[src/common/rx_link_defs.svh]
/*
 * Constants of the receive data link extractor: register offsets,
 * reset values, destuffer run limits, frame timing.
 * Assumes the includer uses these as plain `define names.
 */
`ifndef RX_LINK_DEFS_SVH
`define RX_LINK_DEFS_SVH
`define RX_LINK_BYTE_ADDR    8'h28
`define LINK_MATCH_A_ADDR    8'h29
`define LINK_MATCH_B_ADDR    8'h2A
`define LINK_BYTE_RESET      8'h00
`define MATCH_BYTE_RESET     8'h00
`define STUFF_RUN            3'h5
`define ABORT_RUN            3'h6
`define LAST_BIT_INDEX       3'h7
`define FRAME_TIME_US        250
`define FRAMES_PER_BYTE      8
`endif

[src/common/rx_link_pkg.sv]
/*
 * Types of the receive data link extractor.
 * Assumes rx_link_defs.svh is compiled alongside.
 */
package rx_link_pkg;
   typedef struct packed {
      logic [7:0] addr;
      logic [7:0] wdata;
      logic       wr;
      logic       rd;
   } host_req_type;

   typedef struct packed {
      logic line_bit;
      logic esf_dl_slot;
      logic fs_slot;
   } line_in_type;

   typedef struct packed {
      logic esf_framing_select;
      logic destuff_enable;
      logic rx_link_full_irq_mask;
      logic link_match_irq_mask;
   } link_ctrl_type;
endpackage : rx_link_pkg

[src/rx_data_link_extractor.sv]
/*
 * Receive data link extractor with its bit FIFO.
 * Assumes line slots arrive synchronous to clock and the host port
 * is a synchronous 8-bit read/write strobe port.
 */
`include "rx_link_defs.svh"

module link_bit_fifo #(
   parameter int WIDTH = 1,
   parameter int DEPTH = 4
) (
   input  wire logic             clock,
   input  wire logic             arst_n,
   input  wire logic             ce,
   input  wire logic             in_valid,
   input  wire logic [WIDTH-1:0] in_data,
   output logic                  in_ready,
   output logic                  out_valid,
   output logic      [WIDTH-1:0] out_data,
   input  wire logic             out_ready
);
   localparam int PW = (DEPTH > 1) ? $clog2(DEPTH) : 1;
   localparam int CW = $clog2(DEPTH + 1);
   logic [WIDTH-1:0] mem_ff [DEPTH];
   logic [PW-1:0]    wr_ptr_ff;
   logic [PW-1:0]    rd_ptr_ff;
   logic [CW-1:0]    count_ff;
   wire              push = in_valid & in_ready;
   wire              pop  = out_valid & out_ready;

   assign in_ready  = (count_ff != CW'(DEPTH));
   assign out_valid = (count_ff != '0);
   assign out_data  = mem_ff[rd_ptr_ff];

   // power-of-two depth assumed so pointers wrap naturally
   always_ff @(posedge clock or negedge arst_n) begin
      if (!arst_n) begin
         wr_ptr_ff <= '0;
         rd_ptr_ff <= '0;
         count_ff  <= '0;
      end else if (ce) begin
         if (push) wr_ptr_ff <= wr_ptr_ff + PW'(1);
         if (pop) rd_ptr_ff <= rd_ptr_ff + PW'(1);
         count_ff <= count_ff + CW'(push) - CW'(pop);
      end
   end

   always_ff @(posedge clock) begin
      if (ce && push) mem_ff[wr_ptr_ff] <= in_data;
   end
endmodule : link_bit_fifo

module rx_data_link_extractor #(
   parameter int FIFO_DEPTH = 4
) (
   input  wire logic                       clock,
   input  wire logic                       arst_n,
   input  wire logic                       ce,
   input  wire rx_link_pkg::line_in_type   line_in,
   input  wire rx_link_pkg::host_req_type  host_req,
   input  wire rx_link_pkg::link_ctrl_type ctrl,
   input  wire logic                       clear_full,
   input  wire logic                       clear_match,
   output logic [7:0]                      rdata_ff,
   output logic                            rx_link_full_flag_ff,
   output logic                            link_match_flag_ff,
   output logic                            second_irq_n_ff,
   output logic                            link_ready_ff
);
   logic [7:0] shift_ff;
   logic [2:0] bit_cnt_ff;
   logic [2:0] ones_cnt_ff;
   logic [7:0] rx_link_byte_ff;
   logic [7:0] link_match_byte_a_ff;
   logic [7:0] link_match_byte_b_ff;
   logic       fifo_ready;
   logic       fifo_out_valid;
   logic [0:0] fifo_out_data;
   logic       xfer_hold_ff;

   // slot selection by framing mode
   wire        src_valid = ctrl.esf_framing_select ? line_in.esf_dl_slot
                                                   : line_in.fs_slot;
   wire        drop_bit  = ctrl.destuff_enable & ~line_in.line_bit
                           & (ones_cnt_ff == `STUFF_RUN);
   wire        fifo_push = src_valid & ~drop_bit;
   wire        fifo_pop  = fifo_out_valid & ~xfer_hold_ff;
   wire        byte_done = fifo_pop & (bit_cnt_ff == `LAST_BIT_INDEX);
   wire [7:0]  nxt_shift = {fifo_out_data[0], shift_ff[7:1]};
   wire        match_hit = (nxt_shift == link_match_byte_a_ff)
                           | (nxt_shift == link_match_byte_b_ff);
   wire        rd_byte   = host_req.rd & (host_req.addr == `RX_LINK_BYTE_ADDR);
   wire        rd_ma     = host_req.rd & (host_req.addr == `LINK_MATCH_A_ADDR);
   wire        rd_mb     = host_req.rd & (host_req.addr == `LINK_MATCH_B_ADDR);
   wire        wr_ma     = host_req.wr & (host_req.addr == `LINK_MATCH_A_ADDR);
   wire        wr_mb     = host_req.wr & (host_req.addr == `LINK_MATCH_B_ADDR);
   wire [7:0]  nxt_rdata = rd_byte ? rx_link_byte_ff
                         : rd_ma   ? link_match_byte_a_ff
                         : rd_mb   ? link_match_byte_b_ff
                         : 8'h00;
   // set wins over a clear arriving in the same cycle
   wire        nxt_full  = byte_done | (rx_link_full_flag_ff & ~clear_full);
   wire        nxt_match = (byte_done & match_hit)
                           | (link_match_flag_ff & ~clear_match);
   wire        nxt_irq_n = ~((rx_link_full_flag_ff & ctrl.rx_link_full_irq_mask)
                           | (link_match_flag_ff & ctrl.link_match_irq_mask));
   wire [2:0]  nxt_ones  = ~line_in.line_bit ? 3'h0
                         : (ones_cnt_ff == `ABORT_RUN) ? `ABORT_RUN
                         : ones_cnt_ff + 3'h1;

   link_bit_fifo #(
      .WIDTH (1),
      .DEPTH (FIFO_DEPTH)
   ) link_bit_fifo_inst (
      .clock     (clock),
      .arst_n    (arst_n),
      .ce        (ce),
      .in_valid  (fifo_push),
      .in_data   (line_in.line_bit),
      .in_ready  (fifo_ready),
      .out_valid (fifo_out_valid),
      .out_data  (fifo_out_data),
      .out_ready (~xfer_hold_ff)
   );

   // destuffer run counter watches every selected slot
   always_ff @(posedge clock or negedge arst_n) begin
      if (!arst_n) ones_cnt_ff <= 3'h0;
      else if (ce && src_valid) ones_cnt_ff <= nxt_ones;
   end

   // drain stalls one cycle after each byte so the copy settles
   always_ff @(posedge clock or negedge arst_n) begin
      if (!arst_n) begin
         shift_ff     <= `LINK_BYTE_RESET;
         bit_cnt_ff   <= 3'h0;
         xfer_hold_ff <= 1'b0;
      end else if (ce) begin
         xfer_hold_ff <= byte_done;
         if (fifo_pop) begin
            shift_ff   <= nxt_shift;
            bit_cnt_ff <= bit_cnt_ff + 3'h1;
         end
      end
   end

   // whole byte copied at once; older byte is lost if unread
   always_ff @(posedge clock or negedge arst_n) begin
      if (!arst_n) rx_link_byte_ff <= `LINK_BYTE_RESET;
      else if (ce && byte_done) rx_link_byte_ff <= nxt_shift;
   end

   always_ff @(posedge clock or negedge arst_n) begin
      if (!arst_n) begin
         link_match_byte_a_ff <= `MATCH_BYTE_RESET;
         link_match_byte_b_ff <= `MATCH_BYTE_RESET;
      end else if (ce) begin
         if (wr_ma) link_match_byte_a_ff <= host_req.wdata;
         if (wr_mb) link_match_byte_b_ff <= host_req.wdata;
      end
   end

   always_ff @(posedge clock or negedge arst_n) begin
      if (!arst_n) begin
         rdata_ff             <= 8'h00;
         rx_link_full_flag_ff <= 1'b0;
         link_match_flag_ff   <= 1'b0;
         second_irq_n_ff      <= 1'b1;
         link_ready_ff        <= 1'b0;
      end else if (ce) begin
         rdata_ff             <= nxt_rdata;
         rx_link_full_flag_ff <= nxt_full;
         link_match_flag_ff   <= nxt_match;
         second_irq_n_ff      <= nxt_irq_n;
         link_ready_ff        <= fifo_ready;
      end
   end

   slot_select_a: assert property (@(posedge clock) disable iff (!arst_n)
      src_valid == (ctrl.esf_framing_select ? line_in.esf_dl_slot : line_in.fs_slot))
      else $error("slot selection does not follow framing mode");

   lsb_first_a: assert property (@(posedge clock) disable iff (!arst_n)
      (ce && byte_done) |=> rx_link_byte_ff[7] == $past(fifo_out_data[0]))
      else $error("last bit did not land in msb");

   byte_copy_a: assert property (@(posedge clock) disable iff (!arst_n)
      (ce && byte_done) |=> rx_link_byte_ff[6:0] == $past(shift_ff[7:1], 1))
      else $error("byte register not loaded from shifter");

   byte_count_a: assert property (@(posedge clock) disable iff (!arst_n)
      (ce && byte_done) |=> bit_cnt_ff == 3'h0 && xfer_hold_ff)
      else $error("byte completed off an eight bit boundary");

   full_set_a: assert property (@(posedge clock) disable iff (!arst_n)
      (ce && byte_done) |=> rx_link_full_flag_ff)
      else $error("full flag not set on completed byte");

   match_set_a: assert property (@(posedge clock) disable iff (!arst_n)
      (ce && byte_done && match_hit) |=> link_match_flag_ff)
      else $error("match flag not set on equal byte");

   irq_full_a: assert property (@(posedge clock) disable iff (!arst_n)
      (ce && rx_link_full_flag_ff && ctrl.rx_link_full_irq_mask) |=> !second_irq_n_ff)
      else $error("full interrupt not asserted");

   irq_match_a: assert property (@(posedge clock) disable iff (!arst_n)
      (ce && link_match_flag_ff && ctrl.link_match_irq_mask) |=> !second_irq_n_ff)
      else $error("match interrupt not asserted");

   irq_quiet_a: assert property (@(posedge clock) disable iff (!arst_n)
      (ce && !(rx_link_full_flag_ff && ctrl.rx_link_full_irq_mask)
          && !(link_match_flag_ff && ctrl.link_match_irq_mask)) |=> second_irq_n_ff)
      else $error("interrupt asserted while masked");

   destuff_drop_a: assert property (@(posedge clock) disable iff (!arst_n)
      (src_valid && ctrl.destuff_enable && !line_in.line_bit
         && ones_cnt_ff == 3'h5) |-> !fifo_push)
      else $error("stuffed zero not removed");

   abort_keep_a: assert property (@(posedge clock) disable iff (!arst_n)
      (src_valid && !line_in.line_bit && ones_cnt_ff == 3'h6) |-> fifo_push)
      else $error("zero after six ones removed");

   read_byte_a: assert property (@(posedge clock) disable iff (!arst_n)
      (ce && rd_byte) |=> rdata_ff == $past(rx_link_byte_ff))
      else $error("received byte read returned wrong value");

   match_write_a: assert property (@(posedge clock) disable iff (!arst_n)
      (ce && wr_mb) |=> link_match_byte_b_ff == $past(host_req.wdata))
      else $error("match byte write lost");
endmodule : rx_data_link_extractor

[config.mk]
export PLATFORM = sky130hd
export DESIGN_NAME = rx_data_link_extractor
export DESIGN_NICKNAME = d
export VERILOG_FILES = /design/src/common/rx_link_pkg.sv /design/src/rx_data_link_extractor.sv
export VERILOG_INCLUDE_DIRS = /design/src /design/src/common
export SDC_FILE = /design/constraint.sdc
export NUM_CORES = 1
export LEC_CHECK = 0
export BUFFER_PORTS_ARGS = -buffer_cell sky130_fd_sc_hd__clkbuf_2
export CORE_MARGIN = 8
export CORE_UTILIZATION = 64
export CTS_BUF_LIST = sky130_fd_sc_hd__clkbuf_4
export DETAILED_ROUTE_END_ITERATION = 7
export PLACE_DENSITY = 0.88
export RECOVER_POWER = 50
export SYNTH_ARGS = -nofsm -noshare
export SYNTH_HDL_FRONTEND = slang
export SYNTH_SLANG_ARGS = --single-unit
[constraint.sdc]
create_clock -name clock -period 5.61 [get_ports clock]
set_input_delay 1.122 -clock clock [delete_from_list [all_inputs] [get_ports clock]]
set_output_delay 1.122 -clock clock [all_outputs]
set_load 0.02 [all_outputs]
# Yosys cells after proc, flatten, opt, wreduce, memory -nomap -nowiden
# Memories as Yosys holds them, arrays and structs flattened.
# Cells that the tools add are included.
# word_totals
output_inout_bits	12
mem_bits_rw	4
word_cells	73
reg_bits	58
n_memories	1
# op_classes
eq_ne	9
n_reduce_logical	8
addsub	6
bitwise	26
muxes	8
# mem_list
memory	words	width	rd	rd_ports_with_merged_regs	wr	line_no	source
link_bit_fifo_inst.mem_ff	4	1	1	0	1	rx_data_link_extractor.sv:24	logic [WIDTH-1:0] mem_ff [DEPTH];
# ops
op	count
8-bit by 6-bit equality test with 1-bit output (second input constant)	3
8-bit two-way mux	3
1-bit AND	16
8-bit equality test	2
3-bit equality test (second input constant)	3
2-bit AND reduction	4
3-bit by 1-bit adder with 3-bit output (second input constant)	2
3-bit two-way mux	2
1-bit NOT	6
2-bit by 1-bit adder with 2-bit output (second input constant)	2
1-bit OR	4
3-bit by 1-bit adder with 3-bit output	1
1-bit logical AND	3
1-bit two-way mux	3
3-bit inequality test (second input constant)	1
3-bit nonzero test	1
3-bit by 1-bit subtractor with 3-bit output	1

# Longest topological paths before layout
# depth
word_depth	9
mapped_depth	11

# Cells and area by module
# A second synthesis with hierarchy kept.
# unflattened
hier_cells	250
area_unflattened_um2	3050.4
# by_module_without_submodules
module	n_inst	seq_area_each_um2	cells_per_inst	area_per_inst_um2
rx_data_link_extractor	1	1252.5	203	2428.6
link_bit_fifo	1	295.3	47	621.8

# Worst setup path after synthesis
# OpenSTA, ideal clock, no wires.
# synth_path
path_type	in2reg
start	input host_req[14] (netlist name)
end	register link_match_byte_b_ff[0]
t_arrival_ps	2281
t_required_ps	5485
setup_slack_ps	3204
stages	5
cell_sequence	nand4bb_1 > nor3_2 > nand3_2 > nor3b_4 > mux2_2
# synth_between
elab_chain_len	3
# synth_lines
item	line_no	source
start, declared	rx_data_link_extractor.sv:60	input wire rx_link_pkg::host_req_type host_req,
8-bit by 6-bit equality test with 1-bit output (no line)	-	
1-bit AND	rx_data_link_extractor.sv:96	wire wr_mb = host_req.wr & (host_req.addr == `LINK_MATCH_B_ADDR);
2-bit AND reduction (no line)	-	
end signal, assigned	rx_data_link_extractor.sv:156	link_match_byte_b_ff <= `MATCH_BYTE_RESET;
end signal, assigned	rx_data_link_extractor.sv:159	if (wr_mb) link_match_byte_b_ff <= host_req.wdata;
end, declared	rx_data_link_extractor.sv:75	logic [7:0] link_match_byte_b_ff;
# Every way passes these cells.
# A chain may end at the register's enable or synchronous reset.

==> impl_summary.md <==
Outcome
The flow ran to the end, but the final reports show violations. The final reports fail on capacitance limit, slew limit.

Detailed routing
The number of violations reported at the end of detailed-routing iteration 0 is 122. For this run, design rule violations remaining after detail routing come to 0. The total vias in the final route is 1990.

The via-per-instance ratio is 5.65. The number of optimization iterations in the first detailed-route pass is 4. In this run the remaining antenna-violating nets after routing total 0.

The wire length per cell after detailed routing is 16.4 um. The routed wire length is 5.79 mm.

Placed design
In this run the cell area measured after placement is 0.00320 mm2. Summed over all nets, the half-perimeter wirelength after detailed placement is 4.31 mm. The count of input and output buffers is 41.

The routability congestion estimate is 0.857. OpenSTA, run right after detailed placement, puts the worst setup slack at 2.58 ns. Counting tap cells, the placed design contains a total of 336 instances.

Min path
The class of the tightest hold or removal check is flip-flop to flip-flop. The startpoint of the worst hold path is bit_cnt_ff[0]$_DFFE_PN0P_. The end point of the most critical hold path is bit_cnt_ff[0]$_DFFE_PN0P_. Counting instances, the worst hold path has a depth of 1.

Run
The max capacitance violation total is 1.

Floorplan
Pin placement for this block handled 42 I/O pins. The die is 84.1 um tall. Row generation in the floorplan step produced 24 rows. The placeable core region is 0.00441 mm2. The floorplan step set the die width to 84.1 um. The die covers 0.00707 mm2. Once the floorplan was initialized, standard cells occupied 67.2% of the core.

Finish
The net count of the finished layout is 337. The number of standard cells in the layout, taps in and fillers out is 352. The fraction of final layout cells sized beyond drive strength 1 is 31.7%.

The finished cells cover 0.00331 mm2. 0 antenna diodes ended up in the layout. The filler cell count is 291.

The synthesis-to-layout area growth is 11.5%.

Critical path
STA puts the critical path data arrival time at 3.28 ns. The minimum setup slack among reg-to-reg paths is 3.43 ns. The worst setup path is captured at an async pin. The critical path in this run is classified as input pin to async pin. The data required time at the worst endpoint is 5.46 ns. The most critical setup path has its startpoint at arst_n. The worst register-to-register path begins at link_bit_fifo_inst.count_ff[1]$_DFFE_PN0P_.

The maximum single-stage delay on the critical path is 2.06 ns. The endpoint identified for the worst register-to-register timing path is link_bit_fifo_inst.count_ff[2]$_DFFE_PN0P_. The cell with the largest stage delay on the worst path is clkbuf_1. The startpoint kind of the worst setup timing path is an input pin. The family with the most delay on the worst path is buffers and inverters. The biggest fanout along the worst timing path is 57.

The buffer and inverter count on the worst path is 2. The depth of the most critical reg-to-reg path is 10. Traced cell by cell, the critical path runs through clkbuf_2, clkbuf_1.

Synthesis
The synthesized netlist occupies a cell area of 0.00297 mm2. The post-synthesis net count is 294. The async set-reset flop share out of synthesis is 93.4%. Synthesis produced 252 cells.

After synthesis, the netlist uses 34 different library cells. The count of synthesis-stage warnings from yosys is 0. The sequential element share of the synthesized area is 52.2%. In this run, synthesis produced a sequential element count of 61. In this run the mean area of a mapped cell was 11.8 um2. The synthesized design contains 4 enable-type register cells. In the synthesized netlist the dominant register cell turns out to be dfrtp_1.

Clock network
The buffer depth of the longest clock path is 2. At the later pin of the worst-skew pair, clock insertion delay measures 0.39 ns. The number of buffers created by CTS is 9.

The total clock sinks is 61. The quantity of hold-fixing buffers added after cts is 0. TritonCTS built the clock tree. Buffers added to address setup during post-CTS repair amount to 0.

Clock-pin slew was measured on the worst setup and hold paths at 0.09 ns. The clock tree synthesis step divided the H-tree into 3 levels. The clock tree root driver cell is clkbuf_4. The post-cts resize count is 0.

Global route
Global routing finished with a remaining overflow of 0. Across every metal layer, demand over resource in global routing totals 16.9%. The largest net degree at the start of global routing is 58. The initial antenna violation count is 0. The via count of the first global-routing pass is 2001. The first global-routing pass estimated 9.53 mm of wire.

Pwr
The switching power is 0.452 mW. The relative contribution of sequential cells to total power is 51.0%. The cell-internal power is 0.886 mW. Dividing total power by cell area gives a power density of 405 mW/mm2. The overall power consumption is 1.34 mW. The maximum vdd drop is 0.275 mV. In this run, the combinational gates consume 29.7% of the power.

The share of total power dissipated in the clock network is 19.3%. The switching share of total power is 33.8%. Summed over all cells, the static leakage comes to 1.57 nW.

STA
The max-slew violation total from the final report is 58. The transition time of the tightest slew-check pin is 2.92 ns. For this run, the top clock speed supported by timing is 0.292 GHz. Setup repair after global routing left no endpoint under its margin. The smallest clock period supported by the final layout is computed as 3.42 ns. The remaining max-slew budget at the tightest pin is -94.9%. The hold violation total from the final report is 0.

Setup violations remaining at the end of the flow were counted as 0. After routing, the total negative slack on setup checks comes to 0 ns. The worst clock skew is 0.0155 ns. The slack of the critical path is 2.19 ns. The final cycle utilization of the critical path is 61.0%.
-- state kept, by name, summed over array words and instances, names as in the netlist --
name and cells:
link_bit_fifo_inst.rd_ptr_ff 2, second_irq_n_ff 1, bit_cnt_ff 3, link_bit_fifo_inst.count_ff 3, link_bit_fifo_inst.wr_ptr_ff 2, shift_ff 7
xfer_hold_ff 1, link_match_byte_b_ff 8, ones_cnt_ff 3, rdata_ff 8, rx_link_full_flag_ff 1, link_match_byte_a_ff 8
link_match_flag_ff 1, rx_link_byte_ff 8, link_bit_fifo_inst.mem_ff 4, link_ready_ff 1
-- cell usage after synthesis (4+ instances only) --
cell | n | area (um2)
dfrtp_1 | 56 | 1400
mux2_2 | 35 | 394
nand2_1 | 21 | 78.8
o21ai_0 | 21 | 105
inv_1 | 17 | 63.8
xnor2_1 | 13 | 114
ha_1 | 11 | 138
mux2i_1 | 9 | 90.1
nand3_1 | 9 | 45.0
xor2_1 | 9 | 78.8
buf_2 | 7 | 35.0
nor2_1 | 7 | 26.3
and2_1 | 6 | 37.5
edfxtp_1 | 4 | 120
-- power groups by stage --
| stage | registers (mW) | logic (mW) | clock network [mW] |
|---|---|---|---|
| final | 0.683 | 0.397 | 0.258 |
| after global routing | 0.695 | 0.448 | 0.280 |
| after CTS | 0.679 | 0.403 | 0.265 |
| after detailed placement | 0.687 | 0.399 | 0 |
| after global placement | 0.679 | 0.373 | 0 |
| after floorplan | 0.655 | 0.309 | 0 |
-- placed cells by master, fill, tap and decap left out, drive strengths merged, types with 2 or more instances in the layout --
master,Yosys,final
dfrtp,56,56
clkbuf,2,56
mux2,35,35
nand2,21,21
o21ai,21,21
inv,17,17
xnor2,13,13
ha,11,11
nand3,10,10
mux2i,9,9
xor2,9,9
nor2,7,7
and2,6,6
edfxtp,4,4
a21oi,3,3
nand4,3,3
nor4,2,2
a22oi,2,2
clkinv,0,2
nor3,2,2
-- cell families after synthesis --
group,Yosys count,share of synthesized area (%)
XOR/XNOR,22,6.50
AND/OR/NAND/NOR,58,10.5
flip-flops,61,52.2
buffers and inverters,27,3.71
AO/OA/AOI/OAI,27,4.77
adder cells (fa/ha/maj),12,5.31
multiplexers,45,17.1
-- through the flow --
| stage | utilization, % | hold slack, ns |
|---|---|---|
| 4_1_cts | 75.1 | 0.485 |
| 3_3_place_gp | 72.4 | 0.465 |
| 5_1_grt | 74.9 | 0.509 |
| 2_1_floorplan | - | 0.448 |
| 3_5_place_dp | 72.4 | 0.470 |
| 6_report | 74.9 | 0.481 |
-- worst max path at each step --
stage                                                     end  slack, ns  cells after the start
final                     link_match_byte_b_ff[1]$_DFFE_PN0P_       2.19                      2
after detailed placement       rx_link_byte_ff[2]$_DFFE_PN0P_       2.58                      4
after global placement         rx_link_byte_ff[3]$_DFFE_PN0P_       2.68                      4
after CTS                      rx_link_byte_ff[0]$_DFFE_PN0P_       2.99                      4
after global routing      link_match_byte_b_ff[1]$_DFFE_PN0P_       1.54                      2
after floorplan           link_match_byte_b_ff[0]$_DFFE_PN0P_       3.20                      5
-- per-layer routing --
metal	up-vias	wire length [um]	GRT usage [%]
li1	947	-	-
met1	977	2480	20.3
met2	50	2800	25.8
met3	16	369	5.86
met4	0	140	9.26
met5	-	0	0
-- final cells by class --
cell class | instances | area (um2) | share of cell area, %
Sequential cell | 61 | 1550 | 46.8
Clock inverter | 2 | 10.0 | 0.303
Tap cell | 52 | 65.1 | 1.97
Clock buffer | 14 | 105 | 3.18
Multi-Input combinational cell | 164 | 1310 | 39.6
Timing Repair Buffer | 42 | 206 | 6.24
Inverter | 17 | 63.8 | 1.93
Note: power is estimated with default switching activity, not from simulation.
